### config.mk
export PLATFORM = sky130hd
export DESIGN_NAME = bdc_regs
export DESIGN_NICKNAME = d
export VERILOG_FILES = /design/src/logic/bdc_pkg.sv /design/src/logic/bdc_regs.sv
export SDC_FILE = /design/constraint.sdc
export NUM_CORES = 1
export LEC_CHECK = 0
export BUFFER_PORTS_ARGS = -buffer_cell sky130_fd_sc_hd__buf_4
export CORE_MARGIN = 2
export CORE_UTILIZATION = 29
export CTS_CLUSTER_DIAMETER = 60
export DETAILED_ROUTE_END_ITERATION = 7
export GPL_TIMING_DRIVEN = 0
export PLACE_DENSITY = 0.55
export SYNTH_ARGS = -nofsm -noshare
export SYNTH_HDL_FRONTEND = slang
export SYNTH_SLANG_ARGS = --single-unit
### constraint.sdc
create_clock -name mclk_in -period 4.4 [get_ports mclk_in]
set_clock_uncertainty 0.2 [all_clocks]
set_input_delay 1.32 -clock mclk_in [delete_from_list [all_inputs] [get_ports mclk_in]]
set_output_delay 1.32 -clock mclk_in [all_outputs]
set_load 0.02 [all_outputs]
### src/logic/bdc_pkg.sv
package bdc_pkg;

  // Register offsets
  localparam logic [7:0] ADDR_DUTY = 8'h00;
  localparam logic [7:0] ADDR_CTRL = 8'h01;
  localparam logic [7:0] ADDR_STAT = 8'h02;
  localparam logic [7:0] ADDR_ID = 8'h03;
  localparam logic [7:0] ADDR_CURR = 8'h07;
  localparam logic [7:0] ADDR_CHAN = 8'h09;

  // Reset values
  localparam logic [7:0] RST_DUTY = 8'hff;
  localparam logic [7:0] RST_CTRL = 8'h00;
  localparam logic [7:0] RST_CURR = 8'hff;
  localparam logic [5:0] RST_CHAN = 6'h3f;

  // Field positions
  localparam int CTRL_ON_BIT = 0;
  localparam int CTRL_SRC_BIT = 1;
  localparam int CTRL_INTERP_BIT = 2;
  localparam int STAT_FAULT_BIT = 0;
  localparam int NUM_CHAN = 6;

  // Identification fields; maker code, revision and bus address values are arbitrary
  localparam logic PANEL_TYPE_BIT = 1'b1;
  localparam logic [3:0] MAKER_CODE = 4'h5;
  localparam logic [2:0] SILICON_REV = 3'h1;
  localparam logic [6:0] SLAVE_ADDR = 7'h2c;

  // Timing
  localparam int CLK_MHZ = 100;
  localparam int BL_ON_TIME_US = 4000;
  localparam int BL_ON_CYC = BL_ON_TIME_US * CLK_MHZ;
  localparam int BL_TIMER_BITS = 19;
  localparam logic [7:0] PWM_STEPS = 8'hff;
  localparam logic [3:0] PWM_PRESCALE = 4'hf;
  localparam int DUTY_WIN_BITS = 16;

  typedef struct packed {
    logic [1:0] rsv;
    logic two_down;
    logic one_down;
    logic bl_on;
    logic overcurrent;
    logic thermal;
    logic fault;
  } bdc_status_type;

  typedef struct packed {
    logic [7:0] addr;
    logic [7:0] data;
  } bdc_wr_type;

  typedef enum logic [3:0] {
    LK_IDLE = 4'h0,
    LK_ADDR = 4'h1,
    LK_ADDR_ACK = 4'h3,
    LK_CMD = 4'h2,
    LK_CMD_ACK = 4'h6,
    LK_WDATA = 4'h7,
    LK_WDATA_ACK = 4'h5,
    LK_DONE = 4'h4,
    LK_RDATA = 4'hc,
    LK_RACK = 4'hd
  } bdc_link_state_type;

endpackage : bdc_pkg

### src/logic/bdc_regs.sv
`timescale 1ns/10ps
module bdc_regs #(
  parameter int unsigned BL_ON_CYCLES = bdc_pkg::BL_ON_CYC
) (
  input wire logic mclk_in,                  // System clock
  input wire logic rst_n_in,                 // Async reset, active low
  input wire logic scl_in,                   // Bus clock pin
  input wire logic sda_in,                   // Bus data pin level
  output logic sda_out,                      // Bus data drive value
  output logic sda_oe_out,                   // Bus data drive enable
  input wire logic external_dim_in,          // External PWM dimming input
  input wire logic thermal_in,               // Thermal shutdown condition
  input wire logic overcurrent_in,           // Input overcurrent condition
  input wire logic [5:0] chan_fault_in,      // Per-channel fault conditions
  output logic led_pwm_out,                  // Dimming PWM to current sinks
  output logic [7:0] current_level_out,      // Drive current amplitude
  output logic backlight_on_out,             // Backlight on flag
  output logic [5:0] chan_enable_out         // Channels driven and healthy
);

  // Input synchronisers
  logic [1:0] scl_sync;
  logic [1:0] sda_sync;
  logic scl_d;
  logic sda_d;
  logic [8:0] in_meta;
  logic [8:0] in_sync;

  always_ff @(posedge mclk_in or negedge rst_n_in) begin
    if (!rst_n_in) begin
      scl_sync <= 2'h3;
      sda_sync <= 2'h3;
      scl_d <= 1'b1;
      sda_d <= 1'b1;
      in_meta <= 9'h000;
      in_sync <= 9'h000;
    end else begin
      scl_sync <= {scl_sync[0], scl_in};
      sda_sync <= {sda_sync[0], sda_in};
      scl_d <= scl_sync[1];
      sda_d <= sda_sync[1];
      in_meta <= {external_dim_in, overcurrent_in, thermal_in, chan_fault_in};
      in_sync <= in_meta;
    end
  end

  logic scl_rise;
  logic scl_fall;
  logic bus_start;
  logic bus_stop;
  assign scl_rise = scl_sync[1] & ~scl_d;
  assign scl_fall = ~scl_sync[1] & scl_d;
  assign bus_start = scl_sync[1] & scl_d & sda_d & ~sda_sync[1];
  assign bus_stop = scl_sync[1] & scl_d & ~sda_d & sda_sync[1];

  // Register storage
  logic [7:0] duty_level;
  logic [7:0] ctrl;
  logic [7:0] current_level;
  logic [5:0] channel_enable_mask;
  logic fault_sticky;
  logic bl_on_flag;
  logic [bdc_pkg::BL_TIMER_BITS-1:0] on_timer;
  logic [5:0] chan_dead;
  logic [7:0] meas_duty;
  logic [7:0] pwm_level;
  logic [7:0] next_eff;
  logic wr_stb;
  bdc_pkg::bdc_wr_type wr;
  bdc_pkg::bdc_status_type status;
  logic [7:0] chan_rd;
  logic [7:0] rd_data;

  logic wr_duty;
  logic wr_ctrl;
  logic wr_stat;
  logic wr_curr;
  logic wr_chan;
  assign wr_duty = wr_stb && wr.addr == bdc_pkg::ADDR_DUTY;
  assign wr_ctrl = wr_stb && wr.addr == bdc_pkg::ADDR_CTRL;
  assign wr_stat = wr_stb && wr.addr == bdc_pkg::ADDR_STAT;
  assign wr_curr = wr_stb && wr.addr == bdc_pkg::ADDR_CURR;
  assign wr_chan = wr_stb && wr.addr == bdc_pkg::ADDR_CHAN;

  // Bus slave: Write Byte and Read Byte, pointer set by the command byte
  bdc_pkg::bdc_link_state_type link_state;
  logic [7:0] shreg;
  logic [7:0] ptr;
  logic [3:0] bit_cnt;
  logic rd_dir;

  always_ff @(posedge mclk_in or negedge rst_n_in) begin
    if (!rst_n_in) begin
      link_state <= bdc_pkg::LK_IDLE;
      shreg <= 8'h00;
      ptr <= 8'h00;
      bit_cnt <= 4'h0;
      rd_dir <= 1'b0;
      sda_oe_out <= 1'b0;
      wr_stb <= 1'b0;
      wr <= '0;
    end else begin
      wr_stb <= 1'b0;
      if (bus_start) begin
        link_state <= bdc_pkg::LK_ADDR;
        bit_cnt <= 4'h0;
        sda_oe_out <= 1'b0;
      end else if (bus_stop) begin
        link_state <= bdc_pkg::LK_IDLE;
        sda_oe_out <= 1'b0;
      end else begin
        unique case (link_state)
          bdc_pkg::LK_IDLE, bdc_pkg::LK_DONE: begin
          end
          bdc_pkg::LK_ADDR, bdc_pkg::LK_CMD, bdc_pkg::LK_WDATA: begin
            if (scl_rise) begin
              shreg <= {shreg[6:0], sda_sync[1]};
              bit_cnt <= bit_cnt + 4'h1;
            end else if (scl_fall && bit_cnt == 4'h8) begin
              bit_cnt <= 4'h0;
              sda_oe_out <= 1'b1;
              if (link_state == bdc_pkg::LK_ADDR) begin
                if (shreg[7:1] == bdc_pkg::SLAVE_ADDR) begin
                  rd_dir <= shreg[0];
                  link_state <= bdc_pkg::LK_ADDR_ACK;
                end else begin
                  sda_oe_out <= 1'b0;
                  link_state <= bdc_pkg::LK_IDLE;
                end
              end else if (link_state == bdc_pkg::LK_CMD) begin
                ptr <= shreg;
                link_state <= bdc_pkg::LK_CMD_ACK;
              end else begin
                wr_stb <= 1'b1;
                wr <= '{addr: ptr, data: shreg};
                link_state <= bdc_pkg::LK_WDATA_ACK;
              end
            end
          end
          bdc_pkg::LK_ADDR_ACK: begin
            if (scl_fall) begin
              if (rd_dir) begin
                shreg <= rd_data;
                sda_oe_out <= ~rd_data[7];
                link_state <= bdc_pkg::LK_RDATA;
              end else begin
                sda_oe_out <= 1'b0;
                link_state <= bdc_pkg::LK_CMD;
              end
            end
          end
          bdc_pkg::LK_CMD_ACK, bdc_pkg::LK_WDATA_ACK: begin
            if (scl_fall) begin
              sda_oe_out <= 1'b0;
              link_state <= (link_state == bdc_pkg::LK_CMD_ACK) ? bdc_pkg::LK_WDATA : bdc_pkg::LK_DONE;
            end
          end
          bdc_pkg::LK_RDATA: begin
            if (scl_rise) begin
              bit_cnt <= bit_cnt + 4'h1;
            end else if (scl_fall) begin
              if (bit_cnt == 4'h8) begin
                sda_oe_out <= 1'b0;
                link_state <= bdc_pkg::LK_RACK;
              end else begin
                shreg <= {shreg[6:0], 1'b0};
                sda_oe_out <= ~shreg[6];
              end
            end
          end
          bdc_pkg::LK_RACK: begin
            if (scl_rise) begin
              link_state <= bdc_pkg::LK_DONE;
            end
          end
          default: begin
            link_state <= bdc_pkg::LK_IDLE;
            sda_oe_out <= 1'b0;
          end
        endcase
      end
    end
  end

  always_ff @(posedge mclk_in or negedge rst_n_in) begin
    if (!rst_n_in) begin
      sda_out <= 1'b0;
    end else begin
      sda_out <= 1'b0;
    end
  end

  // Host-written registers; reserved control bits are kept as written
  always_ff @(posedge mclk_in or negedge rst_n_in) begin
    if (!rst_n_in) begin
      duty_level <= bdc_pkg::RST_DUTY;
      ctrl <= bdc_pkg::RST_CTRL;
      current_level <= bdc_pkg::RST_CURR;
      channel_enable_mask <= bdc_pkg::RST_CHAN;
    end else begin
      if (wr_duty) begin
        duty_level <= wr.data;
      end
      if (wr_ctrl) begin
        ctrl <= wr.data;
      end
      if (wr_curr) begin
        current_level <= wr.data;
      end
      if (wr_chan) begin
        channel_enable_mask <= wr.data[5:0];
      end
    end
  end

  // Backlight sequencing: delayed on, immediate off
  always_ff @(posedge mclk_in or negedge rst_n_in) begin
    if (!rst_n_in) begin
      on_timer <= '0;
      bl_on_flag <= 1'b0;
    end else if (!ctrl[bdc_pkg::CTRL_ON_BIT] || (wr_ctrl && !wr.data[bdc_pkg::CTRL_ON_BIT])) begin
      on_timer <= '0;
      bl_on_flag <= 1'b0;
    end else if (!bl_on_flag) begin
      if (on_timer == bdc_pkg::BL_TIMER_BITS'(BL_ON_CYCLES - 1)) begin
        bl_on_flag <= 1'b1;
      end else begin
        on_timer <= on_timer + 1'b1;
      end
    end
  end

  // Faults count only once fully on, so an on-then-off command reports nothing
  logic [5:0] next_dead;
  logic any_cond;
  assign next_dead = (chan_dead | (in_sync[5:0] & channel_enable_mask & {6{bl_on_flag}}))
                     & channel_enable_mask & {6{bl_on_flag}};
  assign status.rsv = 2'b00;
  assign status.two_down = (chan_dead & (chan_dead - 6'h01)) != 6'h00;
  assign status.one_down = |chan_dead;
  assign status.bl_on = bl_on_flag;
  assign status.overcurrent = in_sync[7] & bl_on_flag;
  assign status.thermal = in_sync[6] & bl_on_flag;
  assign status.fault = fault_sticky;
  assign any_cond = status.two_down | status.one_down | status.overcurrent | status.thermal;

  always_ff @(posedge mclk_in or negedge rst_n_in) begin
    if (!rst_n_in) begin
      chan_dead <= 6'h00;
      fault_sticky <= 1'b0;
    end else begin
      chan_dead <= next_dead;
      if (any_cond) begin
        fault_sticky <= 1'b1;
      end else if (wr_stat && wr.data[bdc_pkg::STAT_FAULT_BIT]) begin
        fault_sticky <= 1'b0;
      end
    end
  end

  // Read mux
  assign chan_rd = {2'b00, channel_enable_mask & ~chan_dead & {6{bl_on_flag}}};
  always_comb begin
    unique case (ptr)
      bdc_pkg::ADDR_DUTY: rd_data = duty_level;
      bdc_pkg::ADDR_CTRL: rd_data = ctrl;
      bdc_pkg::ADDR_STAT: rd_data = status;
      bdc_pkg::ADDR_ID: rd_data = {bdc_pkg::PANEL_TYPE_BIT, bdc_pkg::MAKER_CODE, bdc_pkg::SILICON_REV};
      bdc_pkg::ADDR_CURR: rd_data = current_level;
      bdc_pkg::ADDR_CHAN: rd_data = chan_rd;
      default: rd_data = 8'h00;
    endcase
  end

  // External input duty, measured over a fixed window
  logic [bdc_pkg::DUTY_WIN_BITS-1:0] win_cnt;
  logic [bdc_pkg::DUTY_WIN_BITS-1:0] high_cnt;
  logic [bdc_pkg::DUTY_WIN_BITS:0] high_total;
  assign high_total = {1'b0, high_cnt} + {{bdc_pkg::DUTY_WIN_BITS{1'b0}}, in_sync[8]};

  always_ff @(posedge mclk_in or negedge rst_n_in) begin
    if (!rst_n_in) begin
      win_cnt <= '0;
      high_cnt <= '0;
      meas_duty <= 8'h00;
    end else begin
      win_cnt <= win_cnt + 1'b1;
      if (&win_cnt) begin
        high_cnt <= '0;
        meas_duty <= high_total[bdc_pkg::DUTY_WIN_BITS] ? 8'hff
                     : high_total[bdc_pkg::DUTY_WIN_BITS-1 -: 8];
      end else begin
        high_cnt <= high_total[bdc_pkg::DUTY_WIN_BITS-1:0];
      end
    end
  end

  // Dimming source selection
  logic [15:0] scaled;
  assign scaled = 16'(duty_level * meas_duty) + {8'h00, duty_level};
  always_comb begin
    if (ctrl[bdc_pkg::CTRL_SRC_BIT]) begin
      next_eff = meas_duty;
    end else if (ctrl[bdc_pkg::CTRL_INTERP_BIT]) begin
      next_eff = duty_level;
    end else begin
      next_eff = scaled[15:8];
    end
  end

  // PWM: 255 ticks per period, level latched at each period start
  logic [3:0] presc;
  logic pwm_tick;
  logic [7:0] pwm_cnt;
  assign pwm_tick = presc == bdc_pkg::PWM_PRESCALE;

  always_ff @(posedge mclk_in or negedge rst_n_in) begin
    if (!rst_n_in) begin
      presc <= 4'h0;
      pwm_cnt <= 8'h00;
      pwm_level <= 8'h00;
    end else begin
      presc <= pwm_tick ? 4'h0 : presc + 4'h1;
      if (pwm_tick) begin
        if (pwm_cnt == bdc_pkg::PWM_STEPS - 8'h01) begin
          pwm_cnt <= 8'h00;
          pwm_level <= next_eff;
        end else begin
          pwm_cnt <= pwm_cnt + 8'h01;
        end
      end
    end
  end

  always_ff @(posedge mclk_in or negedge rst_n_in) begin
    if (!rst_n_in) begin
      led_pwm_out <= 1'b0;
      current_level_out <= bdc_pkg::RST_CURR;
      backlight_on_out <= 1'b0;
      chan_enable_out <= 6'h00;
    end else begin
      led_pwm_out <= bl_on_flag && pwm_cnt < pwm_level;
      current_level_out <= current_level;
      backlight_on_out <= bl_on_flag;
      chan_enable_out <= chan_rd[5:0];
    end
  end

  property p_off_now;
    @(posedge mclk_in) disable iff (!rst_n_in)
    wr_ctrl && !wr.data[bdc_pkg::CTRL_ON_BIT] |=> !bl_on_flag && chan_rd == 8'h00;
  endproperty
  a_off_now: assert property (p_off_now) else $error("backlight not off after off write");

  property p_off_dark;
    @(posedge mclk_in) disable iff (!rst_n_in)
    !ctrl[bdc_pkg::CTRL_ON_BIT] |=> !led_pwm_out && !backlight_on_out;
  endproperty
  a_off_dark: assert property (p_off_dark) else $error("output active while off");

  property p_on_time;
    @(posedge mclk_in) disable iff (!rst_n_in)
    $rose(bl_on_flag) |-> ctrl[bdc_pkg::CTRL_ON_BIT] && $past(on_timer) == bdc_pkg::BL_TIMER_BITS'(BL_ON_CYCLES - 1);
  endproperty
  a_on_time: assert property (p_on_time) else $error("on delay wrong");

  property p_fault_sticky;
    @(posedge mclk_in) disable iff (!rst_n_in)
    fault_sticky && !wr_stat |=> fault_sticky;
  endproperty
  a_fault_sticky: assert property (p_fault_sticky) else $error("fault lost without clear");

  property p_fault_set;
    @(posedge mclk_in) disable iff (!rst_n_in)
    any_cond |=> fault_sticky;
  endproperty
  a_fault_set: assert property (p_fault_set) else $error("fault not set");

  property p_two_one;
    @(posedge mclk_in) disable iff (!rst_n_in)
    status.two_down |-> status.one_down && status.rsv == 2'b00;
  endproperty
  a_two_one: assert property (p_two_one) else $error("channel down flags inconsistent");

  property p_duty_store;
    @(posedge mclk_in) disable iff (!rst_n_in)
    wr_duty |=> duty_level == $past(wr.data) ##1 duty_level == $past(wr.data, 2);
  endproperty
  a_duty_store: assert property (p_duty_store) else $error("duty level not stored");

  property p_scaled;
    @(posedge mclk_in) disable iff (!rst_n_in)
    !ctrl[bdc_pkg::CTRL_SRC_BIT] && !ctrl[bdc_pkg::CTRL_INTERP_BIT] |-> next_eff <= duty_level && next_eff <= meas_duty;
  endproperty
  a_scaled: assert property (p_scaled) else $error("scaled level out of range");

  property p_zero_dark;
    @(posedge mclk_in) disable iff (!rst_n_in)
    pwm_level == 8'h00 |=> !led_pwm_out;
  endproperty
  a_zero_dark: assert property (p_zero_dark) else $error("zero level drives output");

  property p_full;
    @(posedge mclk_in) disable iff (!rst_n_in)
    bl_on_flag && pwm_level == 8'hff |=> led_pwm_out;
  endproperty
  a_full: assert property (p_full) else $error("full level not continuous");

  property p_wr_ack;
    @(posedge mclk_in) disable iff (!rst_n_in)
    wr_stb |-> sda_oe_out && link_state == bdc_pkg::LK_WDATA_ACK;
  endproperty
  a_wr_ack: assert property (p_wr_ack) else $error("write without acknowledge");

endmodule : bdc_regs

==> impl_metrics.tcl <==
set metrics [dict create \
    clk_pin_slew_ps 70 \
    min_path_type "reg2reg" \
    seq_area_frac_synth_pct 45.1 \
    status "finished, violations left" \
    ys_ff_latch 200 \
    postRouteAntennaNets 0 \
    die_w_um 200 \
    synth_edf_count 0 \
    maxSlewViolCount 0 \
    die_h_um 200 \
    tns_ps -1640 \
    io_pins 31 \
    async_flop_share_pct 100 \
    cp_max_fo 10 \
    clk_latency_ps 440 \
    syn_to_final_growth_pct 16.2 \
    synth_top_area_share_pct 36.7 \
    crit_slowest_cell "fa_1" \
    max_slew_margin_pct 41.1 \
    slowest_delay_ps 580 \
    critPathRequiredTime_ps 4550 \
    grt_overflow_total 0 \
    wl_per_cell_um 14.9 \
    cts_max_level 4 \
    die_area_mm2 0.0402 \
    antenna_found_initial 0 \
    ir_drop_v 0.000254 \
    path_cells "and2_1 > fa_1 > fa_1 > inv_2 > fa_1 > inv_1 > fa_1 > ha_2 > a211o_1 > a41oi_4 > buf_6 > nand2b_4 > a21boi_2 > a211o_1 > a31oi_1" \
    fin_ws_ps -266 \
    cts_num_sinks 200 \
    crit_top_cell "fa_1" \
    gp_congestion 0.804 \
    grt_pass1_wl_mm 41.7 \
    yosys-top-cells-count "164 x dfrtp_1, 102 x nor2_1, 84 x nand2_1, 69 x inv_1, 68 x mux2_2" \
    grt_max_degree 118 \
    fmax_mhz 214 \
    via_per_inst 4.72 \
    grtUsageTotal_pct 12.7 \
    worstMarginPinSlew_ps 877 \
    drc 0 \
    yosysMostFrequentCell "dfrtp_1" \
    yosysWarnings 0 \
    nNetsFinal 1215 \
    drive_gt1_share_pct 22.2 \
    io_buffer_count 29 \
    start_util_pct 29.6 \
    violations "negative setup slack" \
    layout_min_cycle_time_ps 4670 \
    finalCritPeriodShare_pct 106 \
    leakage_nw 5.94 \
    cts_hold_buf 0 \
    antenna_cells 0 \
    drt-total-wl_mm 24.4 \
    synth_ff_type "dfrtp_1" \
    rsz0062_at_grt "yes" \
    syn_avg_cell_area_um2 10.6 \
    hold_viol 0 \
    power_density_mw_per_mm2 285 \
    first_global_vias 7876 \
    placementRows 71 \
    numCtsBuffers 17 \
    yosys-top-cells-area "dfrtp_1 37%, dfstp_2 8.4%, fa_1 7.7%, mux2_2 6.8%, ha_1 5.4%" \
    syn_inst 1052 \
    critPathKind "reg2reg" \
    cts_tree "built" \
    drt-initial-drc-count 436 \
    power_mw 3.71 \
    syn_area_mm2 0.0112 \
    startpoint_type "flip-flop" \
    dpl.hpwl_mm 17.4 \
    ys_types 79 \
    synth_top_area_cell "dfrtp_1" \
    root_buffer "clkbuf_16" \
    cts_max_path_buffers 2 \
    finalSetupViolations 8 \
    synth_fp_nets 1156 \
    cp.arrival_ps 4820 \
    vias 7719 \
    first_pass_iters 5 \
    max-cap-violations 0 \
    core_area_mm2 0.0378 \
    critPathCaptureType "flip-flop" \
]
routing by layer:
metal  vias up  track usage [%]  share of wire (%)
met5         -                0                  0
met1      3850             17.9                 49
met4         0             3.68                1.0
met3        18             1.93                3.0
met2       112             20.3                 47
li1       3739                -                  -
state kept, by name (all words and copies together) (netlist names), 9 cells and up:
name      count
high_cnt     16
in_meta       9
win_cnt      16
wr           16
in_sync       9
on_timer     19
path summary, 6_finish.rpt:
kind	cells past startpoint	start	slack (ps)	to
worst max register to register	15	meas_duty[3]	-270	pwm_level[0]
worst min register to register	0	in_meta[6]	150	in_sync[6]
worst max-delay path	15	meas_duty[3]	-270	pwm_level[0]
worst min-delay path	0	in_meta[6]	150	in_sync[6]
min in group asynchronous	1	rst_n_in	670	bit_cnt[0]
max in group asynchronous	2	rst_n_in	2310	meas_duty[4]
report_power, final:
| group | switching, mW | internal (mW) | total, mW |
|---|---|---|---|
| Clock | 0.706 | 0.838 | 1.54 |
| Combinational | 0.105 | 0.0901 | 0.195 |
| Sequential | 0.0670 | 1.91 | 1.97 |
logic make-up after synthesis:
kind of cell	Yosys count	synth area share, %
simple gates	368	17.2
flops	200	45.1
xor+xnor	59	4.62
fa+ha+maj	92	13.1
compound gates	146	8.46
mux	74	7.38
other cells	1	0.0335
buf+inv	112	4.08
layout make-up:
cell class | instances | area (um^2)
inverters | 70 | 265
flip-flops and latches | 200 | 5050
clock buffers | 21 | 470
well taps | 511 | 639
clock inverters | 11 | 111
plain buffers | 35 | 224
fillers | 3871 | 24800
multi-input cells | 740 | 5860
repair buffers | 47 | 392
per-stage QoR:
| stage | util (%) | hold slack [ps] | worst slack [ps] | cells | area [um^2] |
|---|---|---|---|---|---|
| after CTS | 34.0 | 151 | -308 | 1629 | 12900 |
| after global placement | 32.1 | 132 | -419 | 1592 | 12200 |
| final | 34.4 | 149 | -266 | 1635 | 13000 |
| after floorplan | - | 131 | 3.01 | 1052 | 11300 |
| after global routing | 34.4 | 152 | -435 | 1635 | 13000 |
| after detailed placement | 32.2 | 135 | -501 | 1593 | 12200 |
critical path: cells and delay by family (launching register included):
kind | cells | cell delay (ps)
AO/OA/AOI/OAI | 5 | 1020
AND/OR/NAND/NOR | 2 | 370
buffers and inverters | 3 | 260
adder cells (fa/ha/maj) | 5 | 2170
flip-flops | 1 | 540
repair_timing:
action                     4_1_cts  5_1_grt
pin swaps                       21       21
resized for setup               15       28
buffers inserted                11        6
setup endpoints to repair        8        8
placed cells by master (no fill, tap or decap), types with 38 or more instances in the layout:
master / instances
o21ai_0: 38
ha_1: 44
nand2_1: 82
nand3_1: 39
nor2_1: 102
fa_1: 42
inv_1: 65
mux2_2: 68
buf_4: 46
dfrtp_1: 161
(Power assumes the default switching activity.)
